### src/bcd_pkg.sv
// Package for the dual-clock BCD up/down counter
package bcd_pkg;
  localparam int         CNT_W    = 4;
  localparam logic [3:0] CNT_ZERO = 4'h0;
  localparam logic [3:0] CNT_MAX  = 4'h9;
  localparam logic [3:0] CNT_ONE  = 4'h1;

  // Idle level of a count input and of a cascade flag
  localparam logic       CNT_IN_IDLE = 1'b1;
  localparam logic       FLAG_IDLE   = 1'b1;

  // Bit positions of the count outputs
  localparam int         Q0_POS   = 0;
  localparam int         Q1_POS   = 1;
  localparam int         Q2_POS   = 2;
  localparam int         Q3_POS   = 3;

  // Count operation chosen each cycle
  typedef enum logic [1:0] {
    BCD_OP_HOLD  = 2'b00,
    BCD_OP_UP    = 2'b01,
    BCD_OP_DOWN  = 2'b10,
    BCD_OP_LOAD  = 2'b11
  } bcd_op_t;
endpackage : bcd_pkg

### src/bcd_step_if.sv
// Interface between the counter top and its decade step unit
`timescale 1ns/1ps
`default_nettype none
interface bcd_step_if;
  import bcd_pkg::*;
  logic [3:0] cur;
  bcd_op_t    op;
  logic [3:0] load_val;
  logic [3:0] nxt;
  modport top  (output cur, output op, output load_val, input nxt);
  modport step (input cur, input op, input load_val, output nxt);
endinterface : bcd_step_if
`default_nettype wire

### src/bcd_counter.sv
// Dual-clock BCD up/down counter with load, clear, carry and borrow
`timescale 1ns/1ps
`default_nettype none
// Contract
// - All four count bits update together on one shared clock edge.
// - Count advances on a rising edge of the up or down input.
// - Direction follows the input that rose while the other stays high.
// - Low load forces count to the data inputs, regardless of count inputs.
// - High clear forces count to zero regardless of count and load.
// - Clear wins over load, data and both count inputs.
// - Decimal counting: nine wraps up to zero, zero wraps down to nine.
// - Borrow low only while count is zero and down input was low at the previous mclk sample.
// - Carry low only while count is nine and up input was low at the previous mclk sample.
module bcd_counter
  import bcd_pkg::*;
(
  // Clock and reset
  input  wire logic mclk,
  input  wire logic rst_n,
  // Count inputs, sampled on mclk
  input  wire logic count_up,
  input  wire logic count_down,
  // Load and clear
  input  wire logic load_n,
  input  wire logic async_clear,
  // Parallel data, bit 0 least significant
  input  wire logic [3:0] load_data,
  // Count outputs
  output logic      count_bit0,
  output logic      count_bit1,
  output logic      count_bit2,
  output logic      count_bit3,
  // Cascade outputs, active low
  output logic      carry_out_n,
  output logic      borrow_out_n
);
  // Step link to the decade unit
  bcd_step_if sif ();

  // Edge history of both count inputs
  logic       up_d_r;
  logic       up_d_nxt;
  logic       dn_d_r;
  logic       dn_d_nxt;

  // Decoded count edges and the operation for this edge
  logic       up_rise;
  logic       dn_rise;
  logic       up_edge;
  logic       dn_edge;
  bcd_op_t    op;

  // Count register
  logic [3:0] cnt_r;
  logic [3:0] cnt_nxt;

  // Terminal values of the next count
  logic       nxt_at_max;
  logic       nxt_at_zero;

  // Cascade flags, active low
  logic       carry_r;
  logic       carry_nxt;
  logic       borrow_r;
  logic       borrow_nxt;

  // Low-to-high step of one input between two samples
  function automatic logic rose(
    input logic now,
    input logic was
  );
    rose = now && !was;
  endfunction : rose

  // A rise counts only while the other input stood high on both samples
  function automatic logic counts(
    input logic rise,
    input logic other_now,
    input logic other_was
  );
    logic other_high;
    other_high = other_now && other_was;
    counts     = rise && other_high;
  endfunction : counts

  // Active-low cascade level: low at the terminal value while its input is low
  function automatic logic cascade_level(
    input logic at_end,
    input logic cnt_in
  );
    cascade_level = !(at_end && !cnt_in);
  endfunction : cascade_level

  // Decade step unit
  bcd_step u_step (
    .s (sif.step)
  );

  // Raw rises of each count input
  always_comb begin
    up_rise = rose(count_up, up_d_r);
    dn_rise = rose(count_down, dn_d_r);
  end

  // Qualified edges: the idle input must stand high around the rise
  always_comb begin
    up_edge = counts(up_rise, count_down, dn_d_r);
    dn_edge = counts(dn_rise, count_up, up_d_r);
  end

  // Pick operation: load beats counting, counting beats hold
  always_comb begin
    op = BCD_OP_HOLD;
    if (!load_n) begin
      op = BCD_OP_LOAD;
    end else if (up_edge) begin
      op = BCD_OP_UP;
    end else if (dn_edge) begin
      op = BCD_OP_DOWN;
    end
  end

  // Drive the step link
  assign sif.cur      = cnt_r;
  assign sif.op       = op;
  assign sif.load_val = load_data;

  // Up history next value: the level sampled at this edge
  always_comb begin
    up_d_nxt = count_up;
  end

  // Up history register; idle high so leaving reset makes no false edge
  always_ff @(posedge mclk or negedge rst_n) begin
    if (!rst_n) begin
      up_d_r <= CNT_IN_IDLE;
    end else begin
      up_d_r <= up_d_nxt;
    end
  end

  // Down history next value: the level sampled at this edge
  always_comb begin
    dn_d_nxt = count_down;
  end

  // Down history register, idle high as well
  always_ff @(posedge mclk or negedge rst_n) begin
    if (!rst_n) begin
      dn_d_r <= CNT_IN_IDLE;
    end else begin
      dn_d_r <= dn_d_nxt;
    end
  end

  // Count next value: clear overrides load and both count inputs
  always_comb begin
    cnt_nxt = sif.nxt;
    if (async_clear) begin
      cnt_nxt = CNT_ZERO;
    end
  end

  // Count register: all four bits share one edge, so nothing ripples
  always_ff @(posedge mclk or negedge rst_n) begin
    if (!rst_n) begin
      cnt_r <= CNT_ZERO;
    end else begin
      cnt_r <= cnt_nxt;
    end
  end

  // Terminal detection on the value the count is about to take
  always_comb begin
    nxt_at_max  = (cnt_nxt == CNT_MAX);
    nxt_at_zero = (cnt_nxt == CNT_ZERO);
  end

  // Carry next value: the flag lags the up input by one sample
  always_comb begin
    carry_nxt = cascade_level(nxt_at_max, count_up);
  end

  // Carry register, idle high
  always_ff @(posedge mclk or negedge rst_n) begin
    if (!rst_n) begin
      carry_r <= FLAG_IDLE;
    end else begin
      carry_r <= carry_nxt;
    end
  end

  // Borrow next value: the flag lags the down input by one sample
  always_comb begin
    borrow_nxt = cascade_level(nxt_at_zero, count_down);
  end

  // Borrow register, idle high
  always_ff @(posedge mclk or negedge rst_n) begin
    if (!rst_n) begin
      borrow_r <= FLAG_IDLE;
    end else begin
      borrow_r <= borrow_nxt;
    end
  end

  // Count pins straight from the count register, bit 0 least significant
  always_comb begin
    count_bit0 = cnt_r[Q0_POS];
    count_bit1 = cnt_r[Q1_POS];
    count_bit2 = cnt_r[Q2_POS];
    count_bit3 = cnt_r[Q3_POS];
  end

  // Cascade pins straight from their flags
  always_comb begin
    carry_out_n  = carry_r;
    borrow_out_n = borrow_r;
  end
endmodule : bcd_counter
`default_nettype wire

### src/bcd_step.sv
// Decade step unit: next count value from the current one
`timescale 1ns/1ps
`default_nettype none
module bcd_step
  import bcd_pkg::*;
(
  // Step link
  bcd_step_if.step s
);
  // Wrap up past nine to zero
  function automatic logic [3:0] bcd_inc(input logic [3:0] v);
    bcd_inc = (v >= CNT_MAX) ? CNT_ZERO : 4'(v + CNT_ONE);
  endfunction : bcd_inc

  // Wrap down past zero to nine
  function automatic logic [3:0] bcd_dec(input logic [3:0] v);
    bcd_dec = (v == CNT_ZERO) ? CNT_MAX : 4'(v - CNT_ONE);
  endfunction : bcd_dec

  // Select next value by operation
  always_comb begin
    case (s.op)
      BCD_OP_UP:   s.nxt = bcd_inc(s.cur);
      BCD_OP_DOWN: s.nxt = bcd_dec(s.cur);
      BCD_OP_LOAD: s.nxt = s.load_val;
      default:     s.nxt = s.cur;
    endcase
  end
endmodule : bcd_step
`default_nettype wire

### config.mk
export PLATFORM = sky130hd
export DESIGN_NAME = bcd_counter
export DESIGN_NICKNAME = d
export VERILOG_FILES = /design/src/bcd_pkg.sv /design/src/bcd_step_if.sv /design/src/bcd_counter.sv /design/src/bcd_step.sv
export SDC_FILE = /design/constraint.sdc
export NUM_CORES = 1
export LEC_CHECK = 0
export BUFFER_PORTS_ARGS = -buffer_cell sky130_fd_sc_hd__buf_2
export CAP_MARGIN = 20
export CORE_ASPECT_RATIO = 0.9
export CORE_UTILIZATION = 30
export CTS_CLUSTER_DIAMETER = 40
export DETAILED_ROUTE_END_ITERATION = 7
export PLACE_DENSITY = 0.62
export SYNTH_ARGS = -nofsm -noshare
export SYNTH_HDL_FRONTEND = slang
export SYNTH_SLANG_ARGS = --single-unit
export TNS_END_PERCENT = 20
### constraint.sdc
create_clock -name mclk -period 2.1 [get_ports mclk]
set_input_delay 0.105 -clock mclk [delete_from_list [all_inputs] [get_ports mclk]]
set_output_delay 0.105 -clock mclk [all_outputs]
set_load 0.05 [all_outputs]
After elaboration in Yosys (flattened, before gate mapping):

Cells that the tools add are included.
W data, S select, Z words.

* mux-type cells: 7
* eq/ne operators: 4
* reduce and logical (&&, ||, !) cells: 16
* add/subtract/negate cells: 2
* magnitude comparators: 1

Operators with widths (count)
* $mux W4: 3
* $pmux W4 S3: 1
* $logic_and A1 B1 Y1: 8
* $logic_not A4 Y1: 2
* $logic_not A1 Y1: 6
* $mux W2: 3
* $add A4 B1 Y4 const B: 1
* $eq A2 B2 Y1 const B: 2
* $eq A4 B4 Y1 const B: 1
* $ge A4 B4 Y1 const B: 1
* $sub A4 B1 Y4 const B: 1
* $eq A2 B1 Y1 const B: 1

* register bits after elaboration: 8
* input bits: 10
* output and inout bits: 6

Depth between registers and ports, before layout:

Gate-level depths: netlist of the first run.

* depth after elaboration: 12
* mapped depth: 7

By module:

Synthesis of the first run repeated with hierarchy kept, for this count alone.

* cells, all modules: 66
* area, all modules: 588.1 µm²

By module, submodules not included
* bcd_step: times used 1, sequential area each 0.0 µm², cells each 46, area an instance 300.3 µm²
* bcd_counter: times used 1, sequential area each 205.2 µm², cells each 20, area an instance 287.8 µm²

Least setup slack after synthesis of the first run:

Ideal clock, no wire load.

* path kind: register -> register
* from: register cnt_r[1]
* to: register borrow_r (netlist: borrow_out_n)
* arrival: 2268 ps
* setup time: 68 ps
* stages on the path, launching flop included: 8
* required time: 2032 ps
* setup slack: -236 ps
* buffers on the path: 0
* cells stage by stage: dfrtp_1 -> inv_1 -> ha_1 -> or3b_1 -> a211oi_2 -> nand2_1 -> a2111o_1 -> nand4bb_1

* word-level cells in the longest chain between the ends: 7
* elaborated cells between the ends (all ways): 11
* classes of those cells: 2 x add/sub; 1 x order compare; 4 x mux; 4 x reduce/logical

Ends and longest elaborated chain
* from (decl): RTL line bcd_counter.sv:54 `logic [3:0] cnt_r;`
* from (signal assigned): RTL line bcd_counter.sv:169 `cnt_r <= cnt_nxt;`
* $sub A4 B1 Y4 (tied with other cells): RTL line bcd_step.sv:17 `bcd_dec = (v == CNT_ZERO) ? CNT_MAX : 4'(v - CNT_ONE);`
* $mux W4 (on tied branches): RTL line bcd_step.sv:17, bcd_step.sv:12
* $pmux W4 S3 *: RTL line bcd_step.sv:22 `case (s.op)`
* $mux W4 *: RTL line bcd_counter.sv:159 `if (async_clear) begin`
* $logic_not A4 Y1 *: RTL line bcd_counter.sv:176 `nxt_at_zero = (cnt_nxt == CNT_ZERO);`
* $logic_and A1 B1 Y1 *: RTL line bcd_counter.sv:91 `cascade_level = !(at_end && !cnt_in);`
* $logic_not A1 Y1 *: RTL line bcd_counter.sv:91
* net borrow_nxt: RTL line bcd_counter.sv:65 `logic borrow_nxt;`
* to (signal assigned): RTL line bcd_counter.sv:203 `borrow_r <= borrow_nxt;`
* to (decl): RTL line bcd_counter.sv:64 `logic borrow_r;`

Mark *: on every way through the listed nets, which the timed path passes. The rest lies on a longest branch.

Worst setup path in the final report of the first run:

* from: register cnt_r[0]
* to: register borrow_r (netlist: borrow_out_n)

The elaborated chain is that of the path after synthesis.

==> metrics, run 1 <==
status=finished clean; Antenna Nets Post-Route=0; Endpoint, Worst Hold=cnt_r[3]; die area=2350 um2; max_cap viols=0; global-route wire length before repair=around 2.9 mm; crit path max fanout=4; worst min-delay path class=in -> reg; NetSw=around 160 uW; CTS tree=done; total track usage=0.170; CTS sink cnt=8; Power Dens Cells=~530 nW/um2; VDD IR max=0.359 mV; total power=471 uW; Die Span X=50.9 um; final cycle utilization of the critical path=0.969; Final GP Congestion=0.890; count of cell types in the netlist=38; max incr delay on CP=0.47 ns; initial cell density of the core=0.328; hold wc startpoint=async_clear; cts bufs inserted=3; I/O pins=16; crit end category=flop; Comb pwr share=0.352; per-cell routed wire length=approximately 14 um; core area=1970 um2; Final setup viols=0; share of the synthesized area in the top cell type=0.162; Int Pwr=311 uW; slowest stage cell, crit path=a2111o_1; largest cells by area after synthesis=dfstp_2, dfrtp_1, ha_1; final setup skew=0.000552 ns; final-stage net count=roughly 110; hold depth=2; Clock Root Buffer=clkbuf_4; Clk pwr share=0.268; drt first pass iters=4; WS Path Type=reg -> reg; FFs w/ async S/R, synth=1.00; part of the power in registers=0.379; H-tree levels=1; Mapped Cells=68; register area share after synthesis=0.317; uppermost layer routed=met4; 1st-iter DRT viols=14; post-placement cell count=110; synth warn=0; Cell Rows=15; commonest cells after routing, fill and taps aside=buf_2, buf_4, inv_1; R2R cell count=6; number of diodes=0; CP Cell Sequence=ha_1 -> or3b_1 -> a211oi_2 -> nand2_1 -> a2111o_1 -> nand4bb_1; Tmin final=around 2 ns; minimum hold slack=0.115 ns; final WL=1.66 mm; count of pins over their slew limit=0; clk slew on worst S/H paths=0.06 ns; Post-Place Cell Area=773 um2; Required @ worst endpoint=2.29 ns; leading cell type in the layout, fill and taps excluded=buf_2; Vias=657; clock buffer depth=2; Most used DFF post-synth=dfstp_2; met2 wire length=between 700 and 800 um; f_max=491 MHz; Layout Area Growth over Synthesis=37.3%; largest net degree at the start of global routing=11; R2R setup slack=0.06 ns; CP arrival=2.22 ns; Final Instance Area=888 um2; synthesized area=647 um2; final hold viol count=0; RSZ-0062 raised after global routing=false; Syn Nets=approximately 80; sw frac=0.340; EDFF count, synth=0; vias in the first global route=roughly 670; synthesized area per cell=9.51 um2; final setup TNS=0 ns; total gr overflow=0; met1 wire length=758 um; FF-to-FF End=borrow_out_n; metal3 WL=roughly 110 um; DRC=0; post-DP HPWL=1.23 mm; share of layout cells above drive strength 1=0.443; Via density=5.39; initial antenna violation count=0; cell leakage power=between 0.3 and 0.4 nW; area leader, netlist=dfstp_2; die height=46.1 um; number of synthesized register bits=8; max_slew headroom=0.748; # port buffers=15; Clock Latency Late Sink=0.25 ns; RR Startpoint=cnt_r[0]; element type at the critical path start=flop; Non-Filler Instances=122; Least-Margin Pin Slew=around 0.37 ns
==> cells in the mapped netlist (all sizes together) (2+ instances only) <==
library cell and n:
a21oi 2, and4b 2, dfrtp 4, dfstp 4
ha 4, inv 7, nand2 4, nand2b 4
nand4 2, nor2 3, nor2b 2, nor4 2
o211ai 2, o221ai 2
==> final cells by class <==
type                    count  area [um2]
well taps                  25        31.3
inverters                   7        28.8
flip-flops and latches      8         208
multi-input cells          52         429
clock buffers               4        26.3
fillers                   213        1080
repair buffers             26         165
==> worst max-delay path: cells and delay by family, from the launching register on <==
family | cells | cell delay, ns
AOI/OAI and AO/OA | 2 | 0.76
adders and majority gates | 1 | 0.22
DFF | 1 | 0.43
and+or+nand+nor | 3 | 0.58
==> state kept, by name (all words and copies together), names as in the netlist <==
name,count
up_d_r,1
borrow_out_n,1
dn_d_r,1
carry_out_n,1
cnt_r,4
==> repair_timing <==
action,4_1_cts,5_1_grt
setup endpoints to repair,1,3
hold endpoints to repair,10,0
buffers inserted,3,2
gates resized for setup,1,4
pin swaps,5,5
hold buffers,3,0
==> cells by family (layout without fill, tap and decap cells) <==
logic type               after synthesis  after routing  share of synthesized area
AO/OA/AOI/OAI                         18             18                      0.244
AND/OR/NAND/NOR                       29             29                      0.300
adder cells (fa/ha/maj)                4              4                     0.0774
XOR/XNOR                               1              1                     0.0135
flip-flops                             8              8                      0.317
buffers and inverters                  8             37                     0.0484
==> worst max path at each step <==
stage	from	to	slack [ns]
floorplan	cnt_r[0]	borrow_out_n	0.02
global placement	cnt_r[0]	carry_out_n	0.09
detailed placement	cnt_r[0]	borrow_out_n	0.02
CTS	cnt_r[0]	borrow_out_n	0.03
global route	cnt_r[0]	borrow_out_n	0.001
finish	cnt_r[0]	borrow_out_n	0.06
==> metal layers <==
layer / up-vias / GRT usage
met4: 0 / 0.0833
met3: 2 / 0.0231
met1: 310 / 0.216
li1: 318 / -
met5: - / 0
met2: 27 / 0.287
==> power groups by stage <==
stage,Combinational (mW),Sequential (mW),Clock (mW)
final,0.166,0.179,0.126
after global routing,0.180,0.181,0.144
after CTS,0.155,0.178,0.134
after detailed placement,0.144,0.181,0
after global placement,0.144,0.181,0
after floorplan,0.0664,0.212,0
==> per-stage QoR <==
step	setup slack (ns)	util
2_1_floorplan	0.0202	-
3_3_place_gp	0.0865	0.392
3_5_place_dp	0.0244	0.392
4_1_cts	0.0268	0.434
5_1_grt	0.00117	0.451
6_report	0.0643	0.451
Note: power is estimated with default switching activity, not from simulation.
==> inputs of run 2 (changes only) <==
- PLACE_DENSITY: 0.62 -> 0.56
==> metrics, run 2 (synthesis results as in run 1) <==
number of flip-flops in the largest register=4 (unchanged); final hold viol count=0 (unchanged); CTS tree=done; largest net degree at the start of global routing=11 (unchanged); Reg with most FFs=cnt_r; Final Instance Area=867 um2 (-2.4%); NetSw=165 uW (+3.2%); Via density=5.55 (+3.1%); Comb pwr share=0.358 (+0.006); CTS sink cnt=8 (unchanged); Cell Rows=15 (unchanged); Post-Place Cell Area=766 um2 (-0.97%); f_max=483 MHz (-1.6%); post-DP HPWL=1.22 mm (-0.32%); total power=475 uW (+0.76%); Int Pwr=309 uW (-0.48%); Layout fillers=204 (-4.2%); count of pins over their slew limit=0 (unchanged); crit end category=flop; RSZ-0062 raised after global routing=true; per-cell routed wire length=15.4 um (+13%); cts bufs inserted=3 (unchanged); Required @ worst endpoint=2.28 ns (about the same); vias in the first global route=613 (-8.2%); Power Dens Cells=547 nW/um2 (+3.2%); share of layout cells above drive strength 1=0.457 (+0.0141); hold depth=1 (-1); R2R cell count=7 (+1); Endpoint, Worst Hold=up_d_r; Least-Margin Pin Slew=0.366 ns (-0.00331 ns); CP arrival=2.25 ns (+0.03 ns); element type at the critical path start=flop; worst min-delay path class=in -> reg; sw frac=0.348 (+0.00815); Antenna Nets Post-Route=0 (unchanged); Tmin final=2.07 ns (+0.0335 ns); R2R setup slack=0.03 ns (-0.03 ns); max_cap viols=0 (unchanged); FF-to-FF End=borrow_out_n; crit path max fanout=4 (unchanged); drt first pass iters=4 (unchanged); core area=1970 um2 (unchanged); clk slew on worst S/H paths=0.06 ns (about the same); Clock Root Buffer=clkbuf_4; global-route wire length before repair=2.69 mm (-6.7%); part of the power in registers=0.380 (about the same); VDD IR max=0.332 mV (-7.6%); Layout Area Growth over Synthesis=34.0%; cell leakage power=0.369 nW (-3.8%); final setup skew=0.0148 ns (+0.0142 ns); clock buffer depth=2 (unchanged); status=finished clean; max_slew headroom=0.750 (+0.00226); PnR worst setup slack=0.0308 ns (-0.0335 ns); Final setup viols=0 (unchanged); Die Span X=50.9 um (unchanged); Clock Latency Late Sink=0.26 ns (about the same); final cycle utilization of the critical path=0.985 (+0.0160); WS Path Type=reg -> reg; Vias=661 (+0.61%); RR Startpoint=cnt_r[0]; leading cell type in the layout, fill and taps excluded=buf_2; total track usage=0.162 (-0.00832); I/O pins=16 (unchanged); final WL=1.84 mm (+11%); 1st-iter DRT viols=18 (+4); slowest stage cell, crit path=a2111o_1; max incr delay on CP=0.47 ns (about the same); die height=46.1 um (unchanged); hold wc startpoint=count_up; total gr overflow=0 (unchanged); initial cell density of the core=0.328 (unchanged); Clk pwr share=0.262 (-0.006); die area=2350 um2 (unchanged); DP Worst Slack=-0.0277 ns (-0.0522 ns); commonest cells after routing, fill and taps aside=buf_2, buf_4, inv_1; DRC=0 (unchanged); # port buffers=15 (unchanged); final-stage net count=109 (-2.7%); initial antenna violation count=0 (unchanged); Final GP Congestion=0.917 (+3.0%); CP Cell Sequence=inv_2 -> ha_4 -> or3b_4 -> a211oi_4 -> nand2_1 -> a2111o_1 -> nand4bb_1; number of diodes=0 (unchanged); Final Core Density=0.440 (-0.0108); H-tree levels=1 (unchanged)
[run 2: what timing repair did]
item                                    4_1_cts  5_1_grt
hold endpoints to repair                      8        0
pin swaps                                     6        5
buffers inserted                              4        1
hold buffers                                  1        0
gates resized for setup                       1        6
endpoints found under the setup margin        1        3
[run 2: metal layers]
layer	routed length (um)	global-route usage	up-vias
li1	-	-	317
met2	872	0.255	22
met3	103	0.0363	2
met1	852	0.199	320
met5	0	0	-
met4	10	0.111	0
[run 2: critical path, delay by kind of cell, from the launching register on]
family,cells,cell delay [ns]
AO/OA/AOI/OAI,2,0.72
AND/OR/NAND/NOR,3,0.59
flip-flops,1,0.43
adder cells (fa/ha/maj),1,0.14
buffers and inverters,1,0.10
[run 2: worst max path at each step]
stage	from	to	depth (start not counted)
global route	cnt_r[0]	borrow_out_n	7
global placement	cnt_r[1]	borrow_out_n	7
floorplan	cnt_r[0]	borrow_out_n	7
finish	cnt_r[0]	borrow_out_n	7
detailed placement	cnt_r[1]	borrow_out_n	7
CTS	cnt_r[0]	borrow_out_n	7
[run 2: final cells by class]
type	instances	area, um2	share of cell area
clock buffers	4	26.3	0.0303
flip-flops and latches	8	208	0.240
inverters	7	28.8	0.0332
multi-input cells	52	435	0.502
repair buffers	23	138	0.159
well taps	25	31.3	0.0361
[run 2: power by group through the flow]
stage | Clock, mW | Combinational (mW) | Sequential (mW)
after floorplan | 0 | 0.0664 | 0.212
after global placement | 0 | 0.141 | 0.182
after detailed placement | 0 | 0.141 | 0.182
after CTS | 0.133 | 0.152 | 0.178
after global routing | 0.140 | 0.181 | 0.181
final | 0.124 | 0.170 | 0.180
[run 2: per-stage QoR]
stage	hold WS (ns)	TNS [ns]	std cells
after floorplan	-0.191	0	68
after global placement	-0.0434	0	109
after detailed placement	-0.0460	-0.0277	109
after CTS	0.00375	0	118
after global routing	0.000388	-0.0278	119
final	0.0200	0	119
==> inputs of run 3 (changes only) <==
- CORE_ASPECT_RATIO: 0.9 -> not set
- CORE_UTILIZATION: 30 -> 45
- PLACE_DENSITY: 0.56 -> 0.73
==> metrics, run 3 (synthesis results as in run 1) <==
GRT met3 Usage=0.0284 (-0.00789); max_slew headroom=0.723 (-0.0271); grt peak-use layer=met2; die height=39.9 um (-13%); WS Path Type=reg -> reg; Final setup viols=0 (unchanged); Final Instance Area=833 um2 (-3.9%); I/O pins=16 (unchanged); number of flip-flops in the largest register=4 (unchanged); total gr overflow=0 (unchanged); H-tree levels=1 (unchanged); Non-Filler Instances=107 (-10%); Power Dens Cells=551 nW/um2 (+0.61%); sw frac=0.343 (-0.00499); clk slew on worst S/H paths=0.06 ns (about the same); element type at the critical path start=flop; status=finished clean; drt first pass iters=4 (unchanged); largest net degree at the start of global routing=11 (unchanged); final setup skew=0.00357 ns (-0.0112 ns); # port buffers=15 (unchanged); vias in the first global route=547 (-11%); Cell Rows=13 (-2); commonest cells after routing, fill and taps aside=buf_2, inv_1, buf_4; CTS tree=done; Required @ worst endpoint=2.29 ns (about the same); met1 Usage GRT=0.330 (+0.131); post-placement cell count=100 (-8.3%); CP arrival=2.24 ns (about the same); max_cap viols=0 (unchanged); Layout fillers=122 (-40%); Tmin final=2.05 ns (-0.0156 ns); leading cell type in the layout, fill and taps excluded=buf_2; Layout Area Growth over Synthesis=28.8%; worst min-delay path class=in -> reg; cts bufs inserted=3 (unchanged); post-DP HPWL=1.23 mm (+0.68%); final hold viol count=0 (unchanged); max incr delay on CP=0.43 ns (-0.04 ns); DRC=0 (unchanged); final-stage net count=107 (-1.8%); number of diodes=0 (unchanged); cell leakage power=0.360 nW (-2.3%); initial cell density of the core=0.491 (+0.163); per-cell routed wire length=15.8 um (+2.5%); Multi-input gate area=429 um2 (-1.4%); 1st-iter DRT viols=19 (+1); share of layout cells above drive strength 1=0.435 (-0.0227); Int Pwr=301 uW (-2.6%); Via density=5.98 (+7.7%); CTS sink cnt=8 (unchanged); f_max=487 MHz (+0.76%); Final GP Congestion=0.843 (-8.0%); initial antenna violation count=0 (unchanged); count of pins over their slew limit=0 (unchanged); slowest stage cell, crit path=a2111o_1; die area=1590 um2 (-32%); CP Cell Sequence=inv_4 -> ha_4 -> or3b_1 -> a211oi_2 -> nand2_1 -> a2111o_1 -> nand4bb_1; Reg with most FFs=cnt_r; Sequential Area=208 um2 (unchanged); VDD IR max=0.388 mV (+17%); Least-Margin Pin Slew=0.405 ns (+0.0396 ns); RR Startpoint=cnt_r[1]; final WL=1.69 mm (-7.8%); Clock Latency Late Sink=0.25 ns (about the same); crit end category=flop; part of the power in registers=0.389 (+0.009); global-route wire length before repair=2.48 mm (-7.7%); total track usage=0.237 (+0.0752); final cycle utilization of the critical path=0.978 (-0.00742); hold wc startpoint=count_down; Die Span X=39.9 um (-22%); crit path max fanout=4 (unchanged); total power=459 uW (-3.3%); clock buffer depth=2 (unchanged); Vias=640 (-3.2%); Antenna Nets Post-Route=0 (unchanged); Clock Root Buffer=clkbuf_4; Post-Place Cell Area=761 um2 (-0.65%); Clk pwr share=0.272 (+0.010); NetSw=158 uW (-4.7%); worst setup path start=cnt_r[1]; met2 Use GR=0.375 (+0.120); Final Core Density=0.632 (+0.192); core area=1320 um2 (-33%); Comb pwr share=0.339 (-0.019)
==> run 3: cell count changes in the layout (fill, tap and decap cells not counted), sizes merged <==
cell	change
buf	-2
==> run 3: final cells by class <==
type                    count  share of cell area
inverters                   7              0.0345
clock buffers               4              0.0315
flip-flops and latches      8               0.249
multi-input cells          52               0.515
repair buffers             21               0.147
well taps                  15              0.0225
==> run 3: routing by layer <==
metal	up-vias	wire length, um
li1	310	-
met1	309	718
met2	19	876
met3	2	73
met4	0	25
met5	-	0
==> run 3: worst max-delay path, delay by kind of cell (launching register included) <==
kind,cells,cell delay [ns]
buffers and inverters,1,0.08
AOI/OAI and AO/OA,2,0.77
DFF,1,0.42
and+or+nand+nor,3,0.58
adders and majority gates,1,0.14
==> run 3: timing repair <==
item / 4_1_cts / 5_1_grt
resized for setup: 0 / 5
endpoints found under the setup margin: 0 / 3
hold buffers: 1 / 0
endpoints found under the hold margin: 8 / 0
setup buffers: 0 / 2
==> run 3: final timing paths <==
path | end | slack [ns] | cells after the start
setup / recovery | borrow_out_n | 0.05 | 7
hold reg to reg | cnt_r[3] | 0.80 | 2
max in group asynchronous | dn_d_r | 1.65 | 2
hold / removal | dn_d_r | 0.01 | 1
setup reg to reg | borrow_out_n | 0.05 | 7
min in group asynchronous | cnt_r[0] | 0.22 | 2
==> run 3: stage by stage <==
step / hold WS, ns / setup WS (ns) / setup TNS [ns]
after global routing: 0.00545 / -0.00279 / -0.00279
final: 0.0139 / 0.0464 / 0
after detailed placement: -0.0540 / 0.0408 / 0
after CTS: 0.00738 / 0.0334 / 0
after global placement: -0.0523 / 0.0772 / 0
after floorplan: -0.191 / 0.0202 / 0
==> run 3: power groups by stage <==
stage,Combinational (mW),Clock [mW],Sequential (mW)
floorplan,0.0664,0,0.212
global placement,0.144,0,0.180
detailed placement,0.146,0,0.180
CTS,0.148,0.128,0.178
global route,0.169,0.139,0.180
finish,0.155,0.125,0.179
